==> config.mk <==
export PLATFORM = sky130hd
export DESIGN_NAME = drjss_sequencer
export DESIGN_NICKNAME = d
export VERILOG_FILES = /design/src/logic/drjss_jog_off_timer.v /design/src/logic/drjss_sequencer.v
export VERILOG_INCLUDE_DIRS = /design/src /design/src/logic
export SDC_FILE = /design/constraint.sdc
export NUM_CORES = 1
export LEC_CHECK = 0
export BUFFER_PORTS_ARGS = -buffer_cell sky130_fd_sc_hd__buf_2
export CAP_MARGIN = 30
export CORE_MARGIN = 8
export CORE_UTILIZATION = 57
export CTS_CLUSTER_SIZE = 24
export DETAILED_ROUTE_END_ITERATION = 8
export PLACE_DENSITY = 0.78
export SLEW_MARGIN = 20
export SYNTH_ARGS = -nofsm -noshare
export SYNTH_HDL_FRONTEND = slang
export SYNTH_HIERARCHICAL = 1
export SYNTH_SLANG_ARGS = --single-unit
==> constraint.sdc <==
create_clock -name sys_clk_i -period 2.72 [get_ports sys_clk_i]
set_input_delay 0.272 -clock sys_clk_i [delete_from_list [all_inputs] [get_ports sys_clk_i]]
set_output_delay 0.272 -clock sys_clk_i [all_outputs]
set_load 0.1 [all_outputs]
==> src/logic/drjss_regs.vh <==
// Constants for the drive run/jog/stop sequencer
// Assumes inclusion by plain Verilog-2005 design files
`ifndef DRJSS_REGS_VH
`define DRJSS_REGS_VH

`define DRJSS_STOP_COAST     2'h0
`define DRJSS_STOP_RAMP      2'h1
`define DRJSS_STOP_CLIM      2'h2
`define DRJSS_STOP_RSVD      2'h3

`define DRJSS_SPD_W          16
`define DRJSS_DLY_W          16

`define DRJSS_DECEL_NORMAL   1'b0
`define DRJSS_DECEL_RAMPSTOP 1'b1

`define DRJSS_REF_HOLD       2'h0
`define DRJSS_REF_RUN        2'h1
`define DRJSS_REF_JOG        2'h2

`endif

==> src/logic/drjss_jog_off_timer.v <==
// Jog-off qualification: delay count and speed threshold
// Assumes synchronous inputs on sys_clk_i
`timescale 1ns/10ps
`include "drjss_regs.vh"

module drjss_jog_off_timer (
  // Clock and reset
  input  wire                     sys_clk_i,
  input  wire                     rst_i,
  // Control
  input  wire                     arm_i,
  input  wire [`DRJSS_DLY_W-1:0]  delay_cycles_i,
  input  wire                     at_stop_speed_i,
  // Result
  output reg                      jog_off_ok_o
);

  reg [`DRJSS_DLY_W-1:0] cnt_reg;
  reg                    expired_reg;

  always @(posedge sys_clk_i) begin
    if (rst_i || !arm_i) begin
      cnt_reg      <= {`DRJSS_DLY_W{1'b0}};
      expired_reg  <= 1'b0;
      jog_off_ok_o <= 1'b0;
    end else begin
      if (cnt_reg >= delay_cycles_i)
        expired_reg <= 1'b1;
      else
        cnt_reg <= cnt_reg + {{(`DRJSS_DLY_W-1){1'b0}}, 1'b1};
      jog_off_ok_o <= expired_reg && at_stop_speed_i;
    end
  end

endmodule // drjss_jog_off_timer

==> src/logic/drjss_sequencer.v <==
// Drive run/jog/stop sequencer top level
// Assumes all command, feedback and setting inputs come from off-clock pins
// Operation
// - exactly one of inactive, run, jog
// - run input starts run until stop completes
// - jog starts jog; run moves jog to run
// - jog ignored in run; jog only after stop
// - jog to run ramps with accel/decel time
// - jog release waits speed threshold and delay
// - run, or jog in a stop begun from jog, aborts ramp/current-limit stop
// - coast-with-braking stop always completes
// - coast stop on setting, interlock, or fault
// - coast: small firing, discontinuous, swap contactors
// - run ramp stop needs stop, setting, run
// - run ramp: zero to S-curve, chosen decel
// - wait speed, zero current, discontinuous, contactors
// - jog ramp stop needs setting, jog, release, qualified; code starts it on qualified release for any stop code
// - jog stops ramp jog reference at jog rate
// - current-limit stop from run or jog release
// - run current-limit: zero at summing junction
`timescale 1ns/10ps
`include "drjss_regs.vh"

module drjss_sequencer (
  // Clock and reset
  input  wire                     sys_clk_i,
  input  wire                     rst_i,
  // Operator commands
  input  wire                     run_i,
  input  wire                     jog_i,
  input  wire                     stop_i,
  input  wire                     coast_interlock_ok_i,
  input  wire                     customer_interlock_ok_i,
  input  wire                     fault_i,
  // Settings
  input  wire [1:0]               stop_mode_i,
  input  wire                     stop_decel_sel_i,
  input  wire [`DRJSS_DLY_W-1:0]  jog_off_delay_i,
  // Feedback
  input  wire                     at_stop_speed_i,
  input  wire                     discontinuous_i,
  // Power side
  output reg                      main_contactor_o,
  output reg                      dynamic_braking_contactor_o,
  output reg                      firing_min_o,
  output reg                      current_ref_zero_o,
  output reg                      scurve_zero_o,
  output reg                      jog_ramp_zero_o,
  output reg                      speed_sum_zero_o,
  output reg                      use_rampstop_decel_o,
  output reg [1:0]                ref_select_o,
  // Status
  output reg                      run_mode_o,
  output reg                      jog_mode_o,
  output reg                      stopping_o
);

  localparam ST_IDLE     = 4'h0;
  localparam ST_RUN      = 4'h1;
  localparam ST_JOG      = 4'h2;
  localparam ST_JOG_REL  = 4'h3;
  localparam ST_COAST    = 4'h4;
  localparam ST_RAMP_SPD = 4'h5;
  localparam ST_RAMP_DIS = 4'h6;
  localparam ST_OPEN     = 4'h7;

  // Input synchronisers
  reg [7:0] sy1_reg;
  reg [7:0] sy2_reg;
  reg       spd1_reg;
  reg       spd2_reg;
  reg       dis1_reg;
  reg       dis2_reg;
  reg [1:0] mode1_reg;
  reg [1:0] mode2_reg;
  reg       dsel1_reg;
  reg       dsel2_reg;
  reg [`DRJSS_DLY_W-1:0] dly1_reg;
  reg [`DRJSS_DLY_W-1:0] dly2_reg;

  always @(posedge sys_clk_i) begin
    if (rst_i) begin
      sy1_reg   <= 8'h00;
      sy2_reg   <= 8'h00;
      spd1_reg  <= 1'b0;
      spd2_reg  <= 1'b0;
      dis1_reg  <= 1'b0;
      dis2_reg  <= 1'b0;
      mode1_reg <= 2'h0;
      mode2_reg <= 2'h0;
      dsel1_reg <= 1'b0;
      dsel2_reg <= 1'b0;
    end else begin
      sy1_reg   <= {run_i, 2'h0, fault_i, customer_interlock_ok_i, coast_interlock_ok_i, stop_i, jog_i};
      sy2_reg   <= sy1_reg;
      spd1_reg  <= at_stop_speed_i;
      spd2_reg  <= spd1_reg;
      dis1_reg  <= discontinuous_i;
      dis2_reg  <= dis1_reg;
      mode1_reg <= stop_mode_i;
      mode2_reg <= mode1_reg;
      dsel1_reg <= stop_decel_sel_i;
      dsel2_reg <= dsel1_reg;
    end
  end

  // Jog-off delay setting synchroniser; the setting is held static while used
  always @(posedge sys_clk_i) begin
    if (rst_i) begin
      dly1_reg <= {`DRJSS_DLY_W{1'b0}};
      dly2_reg <= {`DRJSS_DLY_W{1'b0}};
    end else begin
      dly1_reg <= jog_off_delay_i;
      dly2_reg <= dly1_reg;
    end
  end

  wire run_s    = sy2_reg[7];
  wire jog_s    = sy2_reg[0];
  wire stop_s   = sy2_reg[1];
  wire perm_ok  = sy2_reg[2] & sy2_reg[3];
  wire fault_s  = sy2_reg[4];

  // Stop code decode; unused code falls to coast
  function is_coast;
    input [1:0] m;
    begin
      is_coast = (m == `DRJSS_STOP_COAST) || (m == `DRJSS_STOP_RSVD);
    end
  endfunction

  // Current-limit stop selected by the stop code
  function is_clim;
    input [1:0] m;
    begin
      is_clim = (m == `DRJSS_STOP_CLIM);
    end
  endfunction

  // Ramp or current-limit stop phases
  function in_stop_wait;
    input [3:0] s;
    begin
      in_stop_wait = (s == ST_RAMP_SPD) || (s == ST_RAMP_DIS);
    end
  endfunction

  // Jogging, with or without the jog input held
  function in_jog;
    input [3:0] s;
    begin
      in_jog = (s == ST_JOG) || (s == ST_JOG_REL);
    end
  endfunction

  // Main contactor open: idle or the opening cycle
  function in_open;
    input [3:0] s;
    begin
      in_open = (s == ST_IDLE) || (s == ST_OPEN);
    end
  endfunction

  // Any phase of a stop sequence
  function in_stop;
    input [3:0] s;
    begin
      in_stop = in_stop_wait(s) || (s == ST_COAST) || (s == ST_OPEN);
    end
  endfunction

  reg  [3:0] state_reg;
  reg  [3:0] state_next;
  reg        from_jog_reg;
  reg        from_jog_next;
  reg        clim_reg;
  reg        clim_next;
  wire       jog_off_ok;

  drjss_jog_off_timer u_jog_off (
    .sys_clk_i       (sys_clk_i),
    .rst_i           (rst_i),
    .arm_i           (state_reg == ST_JOG_REL),
    .delay_cycles_i  (dly2_reg),
    .at_stop_speed_i (spd2_reg),
    .jog_off_ok_o    (jog_off_ok)
  );

  wire coast_req = (stop_s && is_coast(mode2_reg)) || !perm_ok || fault_s;

  always @* begin
    state_next    = state_reg;
    from_jog_next = from_jog_reg;
    clim_next     = clim_reg;
    case (state_reg)
      ST_IDLE: begin
        if (coast_req)
          state_next = ST_IDLE;
        else if (run_s) begin
          state_next    = ST_RUN;
          from_jog_next = 1'b0;
        end else if (jog_s) begin
          state_next    = ST_JOG;
          from_jog_next = 1'b1;
        end
      end
      ST_RUN: begin
        if (coast_req)
          state_next = ST_COAST;
        else if (stop_s) begin
          state_next    = ST_RAMP_SPD;
          from_jog_next = 1'b0;
          clim_next     = is_clim(mode2_reg);
        end
      end
      ST_JOG, ST_JOG_REL: begin
        if (coast_req)
          state_next = ST_COAST;
        else if (run_s) begin
          state_next    = ST_RUN;
          from_jog_next = 1'b0;
        end else if (jog_s)
          state_next = ST_JOG;
        else if (state_reg == ST_JOG)
          state_next = ST_JOG_REL;
        else if (jog_off_ok) begin
          state_next    = ST_RAMP_SPD;
          from_jog_next = 1'b1;
          clim_next     = is_clim(mode2_reg);
        end
      end
      ST_RAMP_SPD, ST_RAMP_DIS: begin
        if (coast_req)
          state_next = ST_COAST;
        else if (run_s && !stop_s) begin
          state_next    = ST_RUN;
          from_jog_next = 1'b0;
        end else if (jog_s && !stop_s && from_jog_reg)
          state_next = ST_JOG;
        else if (state_reg == ST_RAMP_SPD) begin
          if (spd2_reg)
            state_next = ST_RAMP_DIS;
        end else if (dis2_reg)
          state_next = ST_OPEN;
      end
      ST_COAST: begin
        if (dis2_reg)
          state_next = ST_OPEN;
      end
      ST_OPEN: state_next = ST_IDLE;
      default: state_next = ST_IDLE;
    endcase
  end

  always @(posedge sys_clk_i) begin
    if (rst_i) begin
      state_reg    <= ST_IDLE;
      from_jog_reg <= 1'b0;
      clim_reg     <= 1'b0;
    end else begin
      state_reg    <= state_next;
      from_jog_reg <= from_jog_next;
      clim_reg     <= clim_next;
    end
  end

  // Next-state decode shared by the output registers
  wire nx_wait  = in_stop_wait(state_next);
  wire nx_jog   = in_jog(state_next);
  wire nx_open  = in_open(state_next);
  wire nx_coast = (state_next == ST_COAST);
  wire nx_run   = (state_next == ST_RUN);

  // Registered outputs derived from next state
  always @(posedge sys_clk_i) begin
    if (rst_i) begin
      main_contactor_o            <= 1'b0;
      dynamic_braking_contactor_o <= 1'b1;
      firing_min_o                <= 1'b0;
      current_ref_zero_o          <= 1'b1;
      scurve_zero_o               <= 1'b0;
      jog_ramp_zero_o             <= 1'b0;
      speed_sum_zero_o            <= 1'b0;
      use_rampstop_decel_o        <= 1'b0;
      ref_select_o                <= `DRJSS_REF_HOLD;
      run_mode_o                  <= 1'b0;
      jog_mode_o                  <= 1'b0;
      stopping_o                  <= 1'b0;
    end else begin
      main_contactor_o            <= !nx_open;
      dynamic_braking_contactor_o <= nx_open;
      firing_min_o                <= nx_coast;
      current_ref_zero_o          <= (state_next == ST_RAMP_DIS) || nx_open || nx_coast;
      scurve_zero_o               <= (state_next == ST_RAMP_SPD) && !from_jog_next && !clim_next;
      jog_ramp_zero_o             <= (state_next == ST_RAMP_SPD) && from_jog_next;
      speed_sum_zero_o            <= (state_next == ST_RAMP_SPD) && !from_jog_next && clim_next;
      use_rampstop_decel_o        <= (dsel2_reg == `DRJSS_DECEL_RAMPSTOP) && (state_next == ST_RAMP_SPD);
      ref_select_o                <= nx_run ? `DRJSS_REF_RUN :
                                     nx_jog ? `DRJSS_REF_JOG : `DRJSS_REF_HOLD;
      run_mode_o                  <= nx_run || ((nx_wait || nx_coast) && !from_jog_next);
      jog_mode_o                  <= nx_jog || ((nx_wait || nx_coast) && from_jog_next);
      stopping_o                  <= in_stop(state_next);
    end
  end

endmodule // drjss_sequencer

Yosys cells after proc, flatten, opt, wreduce, memory -nomap -nowiden
Index checks and enable logic that the tools add are counted.
- bits in registers: 95
- latch bits: 0
- RAM bits: 0
- ROM bits: 0
- output and inout bits: 13
- word-level logic and storage cells: 127
- memories kept: 0
- add/sub/neg operators: 1
- multipliers: 0
- divide/modulo/power cells: 0
- magnitude comparators: 1
- equality and inequality tests: 15
- shifts and indexed selects: 0
- multiplexer cells: 40
- bitwise logic cells: 1
- reduce and logical (&&, ||, !) cells: 37
- operator list (cell ; number):
    $mux W4 ; 16
    $eq A4 B3 Y1 const B ; 7
    $mux W1 ; 20
    $pmux W4 S5 ; 1
    $add A16 B1 Y16 const B ; 1
    $eq A4 B2 Y1 const B ; 4
    $ge A16 B16 Y1 ; 1
    $logic_or A1 B1 Y1 ; 13
    $logic_and A1 B1 Y1 ; 12
    $eq A4 B1 Y1 const B ; 2
    $logic_not A4 Y1 ; 2
    $logic_not A1 Y1 ; 6
    $reduce_or A2 Y1 ; 3
    $eq A2 B2 Y1 const B ; 2
    $pmux W1 S4 ; 1
    $logic_not A2 Y1 ; 1
    $mux W2 ; 1
    $pmux W1 S2 ; 1
    $and A1 B1 Y1 ; 1

Depth between registers and ports, before layout
Gate-level depths: netlist of the first run.
- word-level depth: 12
- gate-level depth with buffers: 9
- depth with buffers taken out: 8

Cells and area by module
Netlist of the first run, hierarchy kept.
- modules (own cells, without submodules) (module ; times used ; cells an instance ; area each (um^2)):
    drjss_sequencer ; 1 ; 229 ; 2481.1
    drjss_jog_off_timer ; 1 ; 144 ; 1203.7

Worst setup path after synthesis of the first run
Ideal clock, no wire load.
- path type: register to register
- start: reg dly2_reg[9]
- end: reg u_jog_off.cnt_reg[14]
- setup time: 0.071 ns
- data arrival time: 2.054 ns
- slack: 0.596 ns
- stages on the path, launching flop included: 10
- buffers on the path: 1
- cells stage by stage: dfxtp_1 -> inv_1 -> ha_1 -> a21o_1 -> a221o_1 -> a21oi_2 -> o2111ai_2 -> buf_6 -> or3_1 -> a21oi_1
- longest elaborated chain between the ends: 1
- ends and longest elaborated chain (element ; line ; RTL):
    start: declaration ; drjss_sequencer.v:79 ; reg [`DRJSS_DLY_W-1:0] dly2_reg;
    start signal: assignment ; drjss_sequencer.v:111 ; dly2_reg <= {`DRJSS_DLY_W{1'b0}};
    start signal: assignment ; drjss_sequencer.v:114 ; dly2_reg <= dly1_reg;
    $ge A16 B16 Y1 ; drjss_jog_off_timer.v:27 ; if (cnt_reg >= delay_cycles_i)
    end signal: assignment ; drjss_jog_off_timer.v:23 ; cnt_reg <= {`DRJSS_DLY_W{1'b0}};
    end signal: assignment ; drjss_jog_off_timer.v:30 ; cnt_reg <= cnt_reg + {{(`DRJSS_DLY_W-1){1'b0}}, 1'b1};
    end: declaration ; drjss_jog_off_timer.v:18 ; reg [`DRJSS_DLY_W-1:0] cnt_reg;
No other way between the ends.
A chain may end at the register's enable or synchronous reset.

Final worst setup path of the first run
- start: reg u_jog_off.cnt_reg[9]
- end: reg u_jog_off.cnt_reg[10]
- longest elaborated chain between the ends: 1
- elaborated cells on any way between the ends: 2
- ends and longest elaborated chain (element ; line):
    $add A16 B1 Y16 or $ge A16 B16 Y1 (tied branches) ; drjss_jog_off_timer.v:30, drjss_jog_off_timer.v:27
Several ways; a longest one is shown, not always the timed one.

==> results of run 1 <==
[report_power, final]
part,internal [uW],switching (uW)
sequential,1370,14.5
combinational,54.3,57.0
clock,440,494
total,1860,565
[per-layer routing]
metal  up-vias  share of wire, %  GRT usage [%]
met5         -                 0              0
met1      1141                51           21.6
met4         0              0.89           7.57
li1       1351                 -              -
met2        76                43           21.8
met3         6               5.5           3.94
[path summary, 6_finish.rpt]
| path | to | slack (ns) | cells after the start |
|---|---|---|---|
| max reg2reg | u_jog_off/cnt_reg[10] | 0.27 | 7 |
| max | u_jog_off/cnt_reg[10] | 0.27 | 7 |
| min reg2reg | dly2_reg[6] | 0.44 | 1 |
| min | mode1_reg[1] | 0.11 | 2 |
[worst max-delay path: cells and delay by family, from the launching register on]
family / cells / cell delay (ns)
AOI/OAI and AO/OA: 5 / 1.17
adders and majority gates: 1 / 0.27
and+or+nand+nor: 1 / 0.53
DFF: 1 / 0.41
[cell type report]
class / count / area share [%]
tap: 77 / 2.33
multi-input combinational: 244 / 40.9
clock inverter: 7 / 2.03
clock buffer: 9 / 3.00
sequential: 91 / 44.1
timing repair buffer: 44 / 5.51
inverter: 23 / 2.09
[through the flow]
stage | worst slack (ns) | util, %
after floorplan | 0.596 | -
after detailed placement | 0.320 | 62.1
after CTS | 0.299 | 65.4
final | 0.274 | 65.4
after global placement | 0.392 | 62.1
after global routing | 0.103 | 65.4
[layout by cell type (no fill, tap or decap), drive strengths merged, types with 3 or more instances in the layout]
master    instances
nand2b            8
nor3              3
xor2              4
xnor2             3
or3               6
o21ai            19
ha               18
o211ai            8
clkinvlp          3
and3              5
nand3             7
a21oi            17
inv              26
clkbuf            9
nand2            14
o21a              3
and2b             4
nor2             19
buf              44
a22oi             3
nand3b            5
and2              5
o31ai             3
nor2b            57
dfxtp            91
[cells by family after synthesis]
| kind of cell | Yosys count | share of synthesized area, % |
|---|---|---|
| mux | 2 | 0.543 |
| compound gates | 71 | 13.6 |
| flops | 91 | 49.4 |
| other cells | 1 | 0.102 |
| fa+ha+maj | 18 | 6.11 |
| buf+inv | 38 | 4.69 |
| xor+xnor | 7 | 1.87 |
| simple gates | 145 | 23.7 |
==> run summary, run 1 <==
• 0 ns — Total Negative Setup Slacks
• 0.112 ns — minimum hold slack
• 12.1% — area added between synthesis and finish
• dfxtp_1 — area leader, netlist
• 3 — count of H-tree levels built during CTS
• 96.4 um — Die H
• 9290 sq um — die area
• 58.4% — Starting Density
• flip-flop — category of the worst setup path capture point
• 0.53 ns — CP peak stage delay
• 0.602 ns — slew at the pin closest to its max-slew limit
• 0.0124 ns — clock tree skew after final layout
• 6.59 mm — aggregate routed wire length
• 0 — setup violators final
• 2 — deepest clock path buffer count
• 2574 — overall via count from detail_route
• 42 — I/O pin count
• u_jog_off/cnt_reg[9] — Critical path origin
• 13.3 um — average wire per standard cell
• 588 nW/um^2 — power density over cell area
• false — setup repair after global routing missed its margin
• 513 — Filler Cell Count
• 0 — count of flip-flops with a built-in enable after synthesis
• 0% — Async SR Flop Fraction
• 64 — largest net degree at the start of global routing
• 3.01 ns — CP Data Required Time
• dfxtp_1 (91), nor2b_1 (57), inv_1 (23) — top cell types by occurrence after synthesis
• 126 — DRC marker count from the first detailed-route iteration
• 0 — Antenna Cells
• 11.3 mm — global-route wire length before repair
• reg -> reg — Crit Path Class
• 0 — total global routing overflow
• 89.9% — fin crit share
• 91 — CTS sink cnt
• 29 — standard-cell row count
• 0.860 — global placer's final weighted congestion
• 49.4% — fraction of synthesized cell area taken by the top area cell type
• 0 — remaining design rule violation count
• 59.8% — Max transition margin
• 0.36 ns — later-pin clock latency in the skew report
• u_jog_off/cnt_reg[9] — reg-to-reg startpoint
• 96.4 um — x dimension of the die
• 2513 — vias in the first global route
• or3_2 — standard cell with the maximum stage delay on the critical path
• 0 — max-slew violation total from the final report
• stop_mode_i[1] — worst hold path startpoint
• 1820 sq um — register area
• 9 — TritonCTS Buffers
• 15.5% — overall fraction of global-route tracks in use
• 0 — Resized cells post-CTS
• 6 — yosys warns
• 479 — number of instances in the placed design
• 0 — number of endpoints with negative hold slack in the final report
• 41 — number of buffers inserted by port buffering
• 91 — total of flip-flops plus latches after synthesis
• 4130 sq um — final cell area excluding filler cells
• 422 uV — Worst VDD drop
• dfxtp_1 — most used standard cell by instance count after synthesis
• 6310 sq um — core box area
• 4.76 mm — Detailed Place HPWL
• 12 — top fanout value on the critical path
• 5.20 — ratio of routed vias to standard cells
• 0 — total of max-cap violations
• 0 — number of buffers added for setup after CTS
• 9.88 sq um — average size of a mapped cell
• ha_1 -> a21o_1 -> a221o_1 -> a21oi_2 -> o2111ai_2 -> or3_2 -> a21oi_1 — worst path cell trace
• 49.4% — sequential area share after synthesis
• 62 — Cell variety after synth
• dfxtp_1 (49%), nor2b_1 (9.7%), ha_1 (6.1%) — top area cells in the synthesized netlist
• 5 — DR pass1 iterations
• flip-flop — sort of element at the start of the critical path
• 0 — cts-stage hold buffer count
• finished, final reports clean — outcome
• 3920 sq um — Placement Cell Area
• 373 — number of instances in the synthesized netlist
• in -> reg — Hold Path Class
• 0 — number of nets with antenna violations after routing
• 0 — antenna violations before repair
• 460 — nets@finish
• 3680 sq um — post-synth design cell area
• dfxtp_1 — prevailing post-synth register cell
• 2430 uW — Overall Power
• 0.09 ns — clock-pin slew of the registers on the worst-case setup and hold paths
• 409 MHz — highest clock rate
• 18.2% — fraction of layout cells with a size suffix above 1
• 420 — net count after synthesis
• 495 — final instance count without filler cells
• clkbuf_8 — master cell of the clock root buffer
• 0.00167 uW — Static Leakage
• 1690 sq um — area taken by multi-input logic gates
• 2.45 ns — Final min period
• 2.73 ns — worst path arrival time
• built — CTS tree
(Power assumes the default switching activity.)
==> inputs of run 2 (changes only) <==
--- a/config.mk
+++ b/config.mk
@@ -6,14 +6,14 @@
 export SDC_FILE = /design/constraint.sdc
 export NUM_CORES = 1
 export LEC_CHECK = 0
-export BUFFER_PORTS_ARGS = -buffer_cell sky130_fd_sc_hd__buf_2
+export BUFFER_PORTS_ARGS = -buffer_cell sky130_fd_sc_hd__buf_4
 export CAP_MARGIN = 30
 export CORE_MARGIN = 8
 export CORE_UTILIZATION = 57
 export CTS_CLUSTER_SIZE = 24
 export DETAILED_ROUTE_END_ITERATION = 8
 export PLACE_DENSITY = 0.78
-export SLEW_MARGIN = 20
+export SLEW_MARGIN = 40
 export SYNTH_ARGS = -nofsm -noshare
 export SYNTH_HDL_FRONTEND = slang
 export SYNTH_HIERARCHICAL = 1
==> run 2 against run 1 <==
Effect of this change:
- combinational power is 8% higher
- design area is 2.2% higher
- clock-buffer cell count up 1
- die area is the same
- non-clock buffer count down 2
- highest routed layer unchanged
- flip-flop and latch count is the same
- setup slack got worse by 0.027 ns
- critical path depth stayed put
- utilization up 1.4 points
- first-iteration DRC count fell by 7.1%
- wire length is 2.5% higher
- largest cell class unchanged
==> run summary, run 2 (synthesis results as in run 1) <==
• 54.7% — Max transition margin, -5.1 points
• built — CTS tree
• 9 — TritonCTS Buffers, unchanged
• 38.4% — clock share of power, about the same
• 0 — max-slew violation total from the final report, unchanged
• 0 — Antenna Cells, unchanged
• in -> reg — Hold Path Class
• 2 — worst hold path cell count, unchanged
• 0.00927 ns — clock tree skew after final layout, -0.00317 ns
• 16.0% — overall fraction of global-route tracks in use, +0.46 points
• 0 — remaining design rule violation count, unchanged
• 0 — number of endpoints with negative hold slack in the final report, unchanged
• 0 — Resized cells post-CTS, unchanged
• dfxtp_1 (91), nor2b_1 (57), buf_4 (42) — leading cell types in the layout, fill and taps excluded
• or3_2 — standard cell with the maximum stage delay on the critical path
• 0.54 ns — CP peak stage delay, about the same
• compound AO/OA/AOI/OAI gates — Top Family by Delay on Critical Path
• finished, final reports clean — outcome
• 5.33 — ratio of routed vias to standard cells, +2.6%
• 7 — R2R cell count, unchanged
• 0 — critical path buffer and inverter count, unchanged
• 4.68 mm — Detailed Place HPWL, -1.6%
• 3 — count of H-tree levels built during CTS, unchanged
• dfxtp_1 — leading cell type in the layout, fill and taps excluded
• ha_1 -> a21o_1 -> a221o_1 -> a21oi_2 -> o2111ai_2 -> or3_2 -> a21oi_1 — worst path cell trace
• 4 — DR pass1 iterations, -1
• 404 MHz — highest clock rate, -1.1%
• 91 — CTS sink cnt, unchanged
• 2582 — vias in the first global route, +2.7%
• 0 — total global routing overflow, unchanged
• 0.09 ns — clock-pin slew of the registers on the worst-case setup and hold paths, about the same
• 578 nW/um^2 — power density over cell area, -1.7%
• 0 — number of nets with antenna violations after routing, unchanged
• 2.47 ns — Final min period, +0.0267 ns
• 3.01 ns — CP Data Required Time, about the same
• 22.6% — proportion of total power due to net switching, -0.70 points
• 66 — largest net degree at the start of global routing, +3.1%
• 2 — deepest clock path buffer count, unchanged
• 2630 — overall via count from detail_route, +2.2%
• 96.4 um — Die H, unchanged
• 14.5% — area added between synthesis and finish
• flip-flop — sort of element at the start of the critical path
• 2440 uW — Overall Power, +0.49%
• 0.824 — global placer's final weighted congestion, -4.2%
• 0 — setup violators final, unchanged
• 458 — nets@finish, -0.43%
• 0.00170 uW — Static Leakage, +1.4%
• 58.4% — Starting Density, unchanged
• 0 — number of buffers added for setup after CTS, unchanged
• 4220 sq um — final cell area excluding filler cells, +2.2%
• 29 — standard-cell row count, unchanged
• 117 — DRC marker count from the first detailed-route iteration, -7.1%
• 42 — I/O pin count, unchanged
• 56.7% — fraction of power consumed by sequential logic, -0.3 points
• 2.76 ns — worst path arrival time, +0.03 ns
• false — setup repair after global routing missed its margin
• 0 — total of max-cap violations, unchanged
• 1890 uW — Internal Power, +1.4%
• 96.4 um — x dimension of the die, unchanged
• 4010 sq um — Placement Cell Area, +2.2%
• flip-flop — category of the worst setup path capture point
• 11.7 mm — global-route wire length before repair, +2.9%
• 17.8% — fraction of layout cells with a size suffix above 1, -0.39 points
• 9290 sq um — die area, unchanged
• 7 — critical path depth, unchanged
• 4.9% — power share of the combinational group, +0.3 points
• 12 — top fanout value on the critical path, unchanged
• 480 uV — Worst VDD drop, +14%
• 0.36 ns — later-pin clock latency in the skew report, about the same
• 0 — cts-stage hold buffer count, unchanged
• 0.672 ns — slew at the pin closest to its max-slew limit, +0.0701 ns
• 13.7 um — average wire per standard cell, +2.9%
• 551 uW — switching power, -2.5%
• 90.9% — fin crit share, +0.98 points
• clkbuf_8 — master cell of the clock root buffer
• 41 — number of buffers inserted by port buffering, unchanged
• 0 ns — Total Negative Setup Slacks, unchanged
• reg -> reg — Crit Path Class
• 0 — antenna violations before repair, unchanged
• 6.76 mm — aggregate routed wire length, +2.5%
• 6310 sq um — core box area, unchanged
==> run 2: final timing paths <==
check	from	endpoint	slack [ns]
setup / recovery	u_jog_off/cnt_reg[9]	u_jog_off/cnt_reg[10]	0.25
setup reg to reg	u_jog_off/cnt_reg[9]	u_jog_off/cnt_reg[10]	0.25
hold reg to reg	dsel2_reg	use_rampstop_decel_o	0.44
hold / removal	jog_off_delay_i[4]	dly1_reg[4]	0.11
==> run 2: routing by layer <==
layer / share of wire (%) / vias up / track usage [%]
met2: 44 / 69 / 24.2
met1: 50 / 1207 / 20.9
met5: 0 / - / 0
li1: - / 1341 / -
met3: 4.3 / 13 / 3.94
met4: 1.9 / 0 / 7.82
==> run 2: metrics by stage <==
| step | util, % | cells | setup WS (ns) | hold slack [ns] |
|---|---|---|---|---|
| final | 66.8 | 493 | 0.247 | 0.115 |
| after global placement | 63.5 | 477 | 0.392 | 0.415 |
| after detailed placement | 63.5 | 477 | 0.291 | 0.421 |
| after global routing | 66.8 | 493 | 0.0587 | 0.110 |
| after CTS | 66.8 | 493 | 0.263 | 0.106 |
| after floorplan | - | 373 | 0.596 | 0.400 |
==> run 2: final cells by class <==
class | instances | area, sq um
repair buffers | 42 | 315
clock buffers | 10 | 138
well taps | 77 | 96.3
inverters | 23 | 86.3
clock inverters | 6 | 72.6
multi-input cells | 244 | 1690
flip-flops and latches | 91 | 1820
fillers | 507 | 2090
==> run 2: power by group through the flow <==
stage / logic [uW] / clock network, uW / registers [uW]
after floorplan: 79.6 / 0 / 1410
after global placement: 117 / 0 / 1410
after detailed placement: 120 / 0 / 1410
after CTS: 122 / 954 / 1380
after global routing: 135 / 1030 / 1390
final: 120 / 937 / 1380
==> inputs of run 3 (changes only) <==
--- a/config.mk
+++ b/config.mk
@@ -16,5 +16,4 @@
 export SLEW_MARGIN = 40
 export SYNTH_ARGS = -nofsm -noshare
 export SYNTH_HDL_FRONTEND = slang
-export SYNTH_HIERARCHICAL = 1
 export SYNTH_SLANG_ARGS = --single-unit
==> constraint.sdc (replaced) <==
create_clock -name sys_clk_i -period 2.72 [get_ports sys_clk_i]
set_input_delay 0.544 -clock sys_clk_i [delete_from_list [all_inputs] [get_ports sys_clk_i]]
set_output_delay 0.544 -clock sys_clk_i [all_outputs]
set_load 0.1 [all_outputs]
==> run 3 against run 2 <==
Effect of this change:
- synthesized area shrank 2.4%
- setup slack gained 0.20 ns
- clock power shrank 8.5%
- die area shrank 2.0%
- non-clock buffer count is the same
- wire length shrank 6.6%
- via count shrank 3.0%
- worst hold slack gained 0.27 ns
- design area shrank 1.7%
- first-iteration DRC count grew 65%
- synthesized cell count shrank 0.27%
- clock-buffer cell count shrank 1
==> run summary, run 3 <==
• finished, final reports clean — outcome
• 4.9% — power share of the combinational group, about the same
• 0.483 ns — worst setup slack before clock tree synthesis, +0.192 ns
• 439 MHz — highest clock rate, +8.6%
• 6.31 mm — aggregate routed wire length, -6.6%
• 15.3% — area added between synthesis and finish
• 193 — DRC marker count from the first detailed-route iteration, +65%
• 29 — standard-cell row count, unchanged
• 459 — nets@finish, +0.22%
• 568 nW/um^2 — power density over cell area, -1.9%
• 42 — I/O pin count, unchanged
• 9.67 sq um — average size of a mapped cell, -2.1%
• 15.8% — fraction of layout cells with a size suffix above 1, -2.0 points
• 5 — DR pass1 iterations, +1
• flip-flop — category of the worst setup path capture point
• 63 — largest net degree at the start of global routing, -4.5%
• 0.44 ns — slack of the worst reg-to-reg path, +0.20 ns
• 12.8 um — average wire per standard cell, -6.8%
• 58.7% — fraction of power consumed by sequential logic, +2.0 points
• 5.16 — ratio of routed vias to standard cells, -3.2%
• reg -> reg — Crit Path Class
• 0 ns — Total Negative Setup Slacks, unchanged
• inv_1 -> ha_1 -> a21oi_2 -> o21ai_0 -> a32oi_1 -> nand2b_1 -> inv_1 -> and4_1 — worst path cell trace
• 3600 sq um — post-synth design cell area, -2.4%
• 41 — number of buffers inserted by port buffering, unchanged
• scurve_zero_o — capture point of the worst reg-to-reg path
• 24.1% — proportion of total power due to net switching, +1.6 points
• clkbuf_8 — master cell of the clock root buffer
• 2 — worst hold path cell count, unchanged
• 0.869 — global placer's final weighted congestion, +5.5%
• 0 — number of buffers added for setup after CTS, unchanged
• 0 — Resized cells post-CTS, unchanged
• 57.6% — Starting Density, -0.74 points
• 569 uW — switching power, +3.2%
• 7 — top fanout value on the critical path, -5
• 2550 — overall via count from detail_route, -3.0%
• 0 — number of nets with antenna violations after routing, unchanged
• in -> reg — Hold Path Class
• 53 — Cell variety after synth, -15%
• compound AO/OA/AOI/OAI gates — Top Family by Delay on Critical Path
• dfxtp_1 — leading cell type in the layout, fill and taps excluded
• flip-flop — sort of element at the start of the critical path
• 3 — count of H-tree levels built during CTS, unchanged
• 0 — remaining design rule violation count, unchanged
• dfxtp_1 — prevailing post-synth register cell
• 10.9 mm — global-route wire length before repair, -6.6%
• dfxtp_1 (91), nor2b_1 (55), buf_4 (42) — leading cell types in the layout, fill and taps excluded
• dfxtp_1 (51%), nor2b_1 (9.6%), ha_1 (6.3%) — top area cells in the synthesized netlist
• 83.7% — fin crit share, -7.2 points
• a32oi_1 — standard cell with the maximum stage delay on the critical path
• 0.0120 ns — clock tree skew after final layout, +0.00273 ns
• 0 — max-slew violation total from the final report, unchanged
• 4.65 mm — Detailed Place HPWL, -0.57%
• 0 — yosys warns, -6
• 0 — count of flip-flops with a built-in enable after synthesis, unchanged
• 372 — number of instances in the synthesized netlist, -0.27%
• 2.99 ns — CP Data Required Time, -0.02 ns
• dfxtp_1 (91), nor2b_1 (55), inv_1 (27) — top cell types by occurrence after synthesis
• 60.8% — Max transition margin, +6.1 points
• 0% — Async SR Flop Fraction, unchanged
• 6240 sq um — core box area, -1.1%
• 0.00170 uW — Static Leakage, +0.41%
• 0 — total global routing overflow, unchanged
• 0 — cts-stage hold buffer count, unchanged
• stop_mode_i[0] — worst hold path startpoint
• 0 — antenna violations before repair, unchanged
• 95.4 um — Die H, -1.0%
• 9 — TritonCTS Buffers, unchanged
• 0.44 ns — CP peak stage delay, -0.10 ns
• 15.2% — overall fraction of global-route tracks in use, -0.74 points
• built — CTS tree
• dfxtp_1 — most used standard cell by instance count after synthesis
• mode1_reg[0] — end point of the most critical hold path
• inv_1 — crit-path most repeated cell
• 91 — CTS sink cnt, unchanged
• 0.36 ns — later-pin clock latency in the skew report, about the same
• 9110 sq um — die area, -2.0%
• 1790 uW — Internal Power, -5.5%
• 2387 — vias in the first global route, -7.6%
• 2 — critical path buffer and inverter count, +2
• 0.443 ns — final setup slack of the worst path, +0.196 ns
• 50.7% — sequential area share after synthesis, +1.2 points
• 2.54 ns — worst path arrival time, -0.22 ns
• 0.384 ns — minimum hold slack, +0.269 ns
• 0.587 ns — slew at the pin closest to its max-slew limit, -0.0850 ns
• false — setup repair after global routing missed its margin
• 36.4% — clock share of power, -2.0 points
• 50.7% — fraction of synthesized cell area taken by the top area cell type, +1.2 points
• 421 uV — Worst VDD drop, -12%
• 0.10 ns — clock-pin slew of the registers on the worst-case setup and hold paths, about the same
• 0 — number of endpoints with negative hold slack in the final report, unchanged
• 2.28 ns — Final min period, -0.196 ns
• 2 — deepest clock path buffer count, unchanged
• 0 — Antenna Cells, unchanged
• 8 — R2R cell count, +1
• 0 — total of max-cap violations, unchanged
• dfxtp_1 — area leader, netlist
• 91 — total of flip-flops plus latches after synthesis, unchanged
• 0 — setup violators final, unchanged
• mode2_reg[0] — reg-to-reg startpoint
• 95.4 um — x dimension of the die, -1.0%
• 419 — net count after synthesis, -0.24%
## run 3: changes by cell type after synthesis, moves of 4 or more
cell,delta
inv_1,+4
nor2_1,+4
nand2b_1,-5
o21a_1,+4
o21ai_0,-6
## run 3: kinds of logic (layout without fill, tap and decap cells)
family | after synthesis | after routing | synth area share, %
xor+xnor | 7 | 7 | 1.70
compound gates | 63 | 63 | 12.1
mux | 4 | 4 | 1.15
other cells | 1 | 1 | 0.104
simple gates | 148 | 148 | 23.7
buf+inv | 40 | 85 | 4.31
fa+ha+maj | 18 | 18 | 6.26
flops | 91 | 91 | 50.7
## run 3: stage by stage
step / util [%] / instance area (sq um) / power (uW) / cells
after floorplan: - / 3600 / 1480 / 372
after global placement: 63.4 / 3950 / 1530 / 478
after detailed placement: 63.4 / 3950 / 1530 / 478
after CTS: 66.5 / 4150 / 2390 / 494
after global routing: 66.5 / 4150 / 2460 / 494
final: 66.5 / 4150 / 2350 / 494
## run 3: worst max-delay path by stage
stage | slack, ns | to | start | depth (start not counted)
2_1_floorplan | 0.74 | u_jog_off.cnt_reg[3] | u_jog_off.cnt_reg[0] | 9
6_report | 0.44 | scurve_zero_o | mode2_reg[0] | 8
5_1_grt | 0.25 | scurve_zero_o | mode2_reg[0] | 8
3_5_place_dp | 0.48 | scurve_zero_o | mode2_reg[0] | 8
3_3_place_gp | 0.55 | scurve_zero_o | mode2_reg[0] | 8
4_1_cts | 0.45 | scurve_zero_o | mode2_reg[0] | 8
## run 3: power by group through the flow
stage | clock network (uW) | registers (uW) | logic [uW]
2_1_floorplan | 0 | 1410 | 74.4
3_3_place_gp | 0 | 1410 | 113
3_5_place_dp | 0 | 1410 | 115
4_1_cts | 887 | 1380 | 116
5_1_grt | 940 | 1390 | 129
6_report | 857 | 1380 | 115
## run 3: worst reg2reg max path: cells and delay by family, from the launching register on
kind / cells / cell delay, ns
AOI/OAI and AO/OA: 3 / 0.87
adders and majority gates: 1 / 0.31
buffers and inverters: 2 / 0.14
DFF: 1 / 0.32
and+or+nand+nor: 2 / 0.54
## run 3: final cells by class
| cell class | count | area [sq um] |
|---|---|---|
| Clock inverter | 7 | 70.1 |
| Multi-Input combinational cell | 241 | 1620 |
| Clock buffer | 9 | 124 |
| Sequential cell | 91 | 1820 |
| Fill cell | 521 | 2090 |
| Timing Repair Buffer | 42 | 315 |
| Tap cell | 77 | 96.3 |
| Inverter | 27 | 101 |
## run 3: routing by layer
layer | GRT usage (%) | vias to the layer above | share of wire [%]
li1 | - | 1344 | -
met1 | 20.6 | 1118 | 48
met2 | 21.9 | 77 | 45
met3 | 3.86 | 11 | 5.8
met4 | 8.19 | 0 | 1.6
met5 | 0 | - | 0
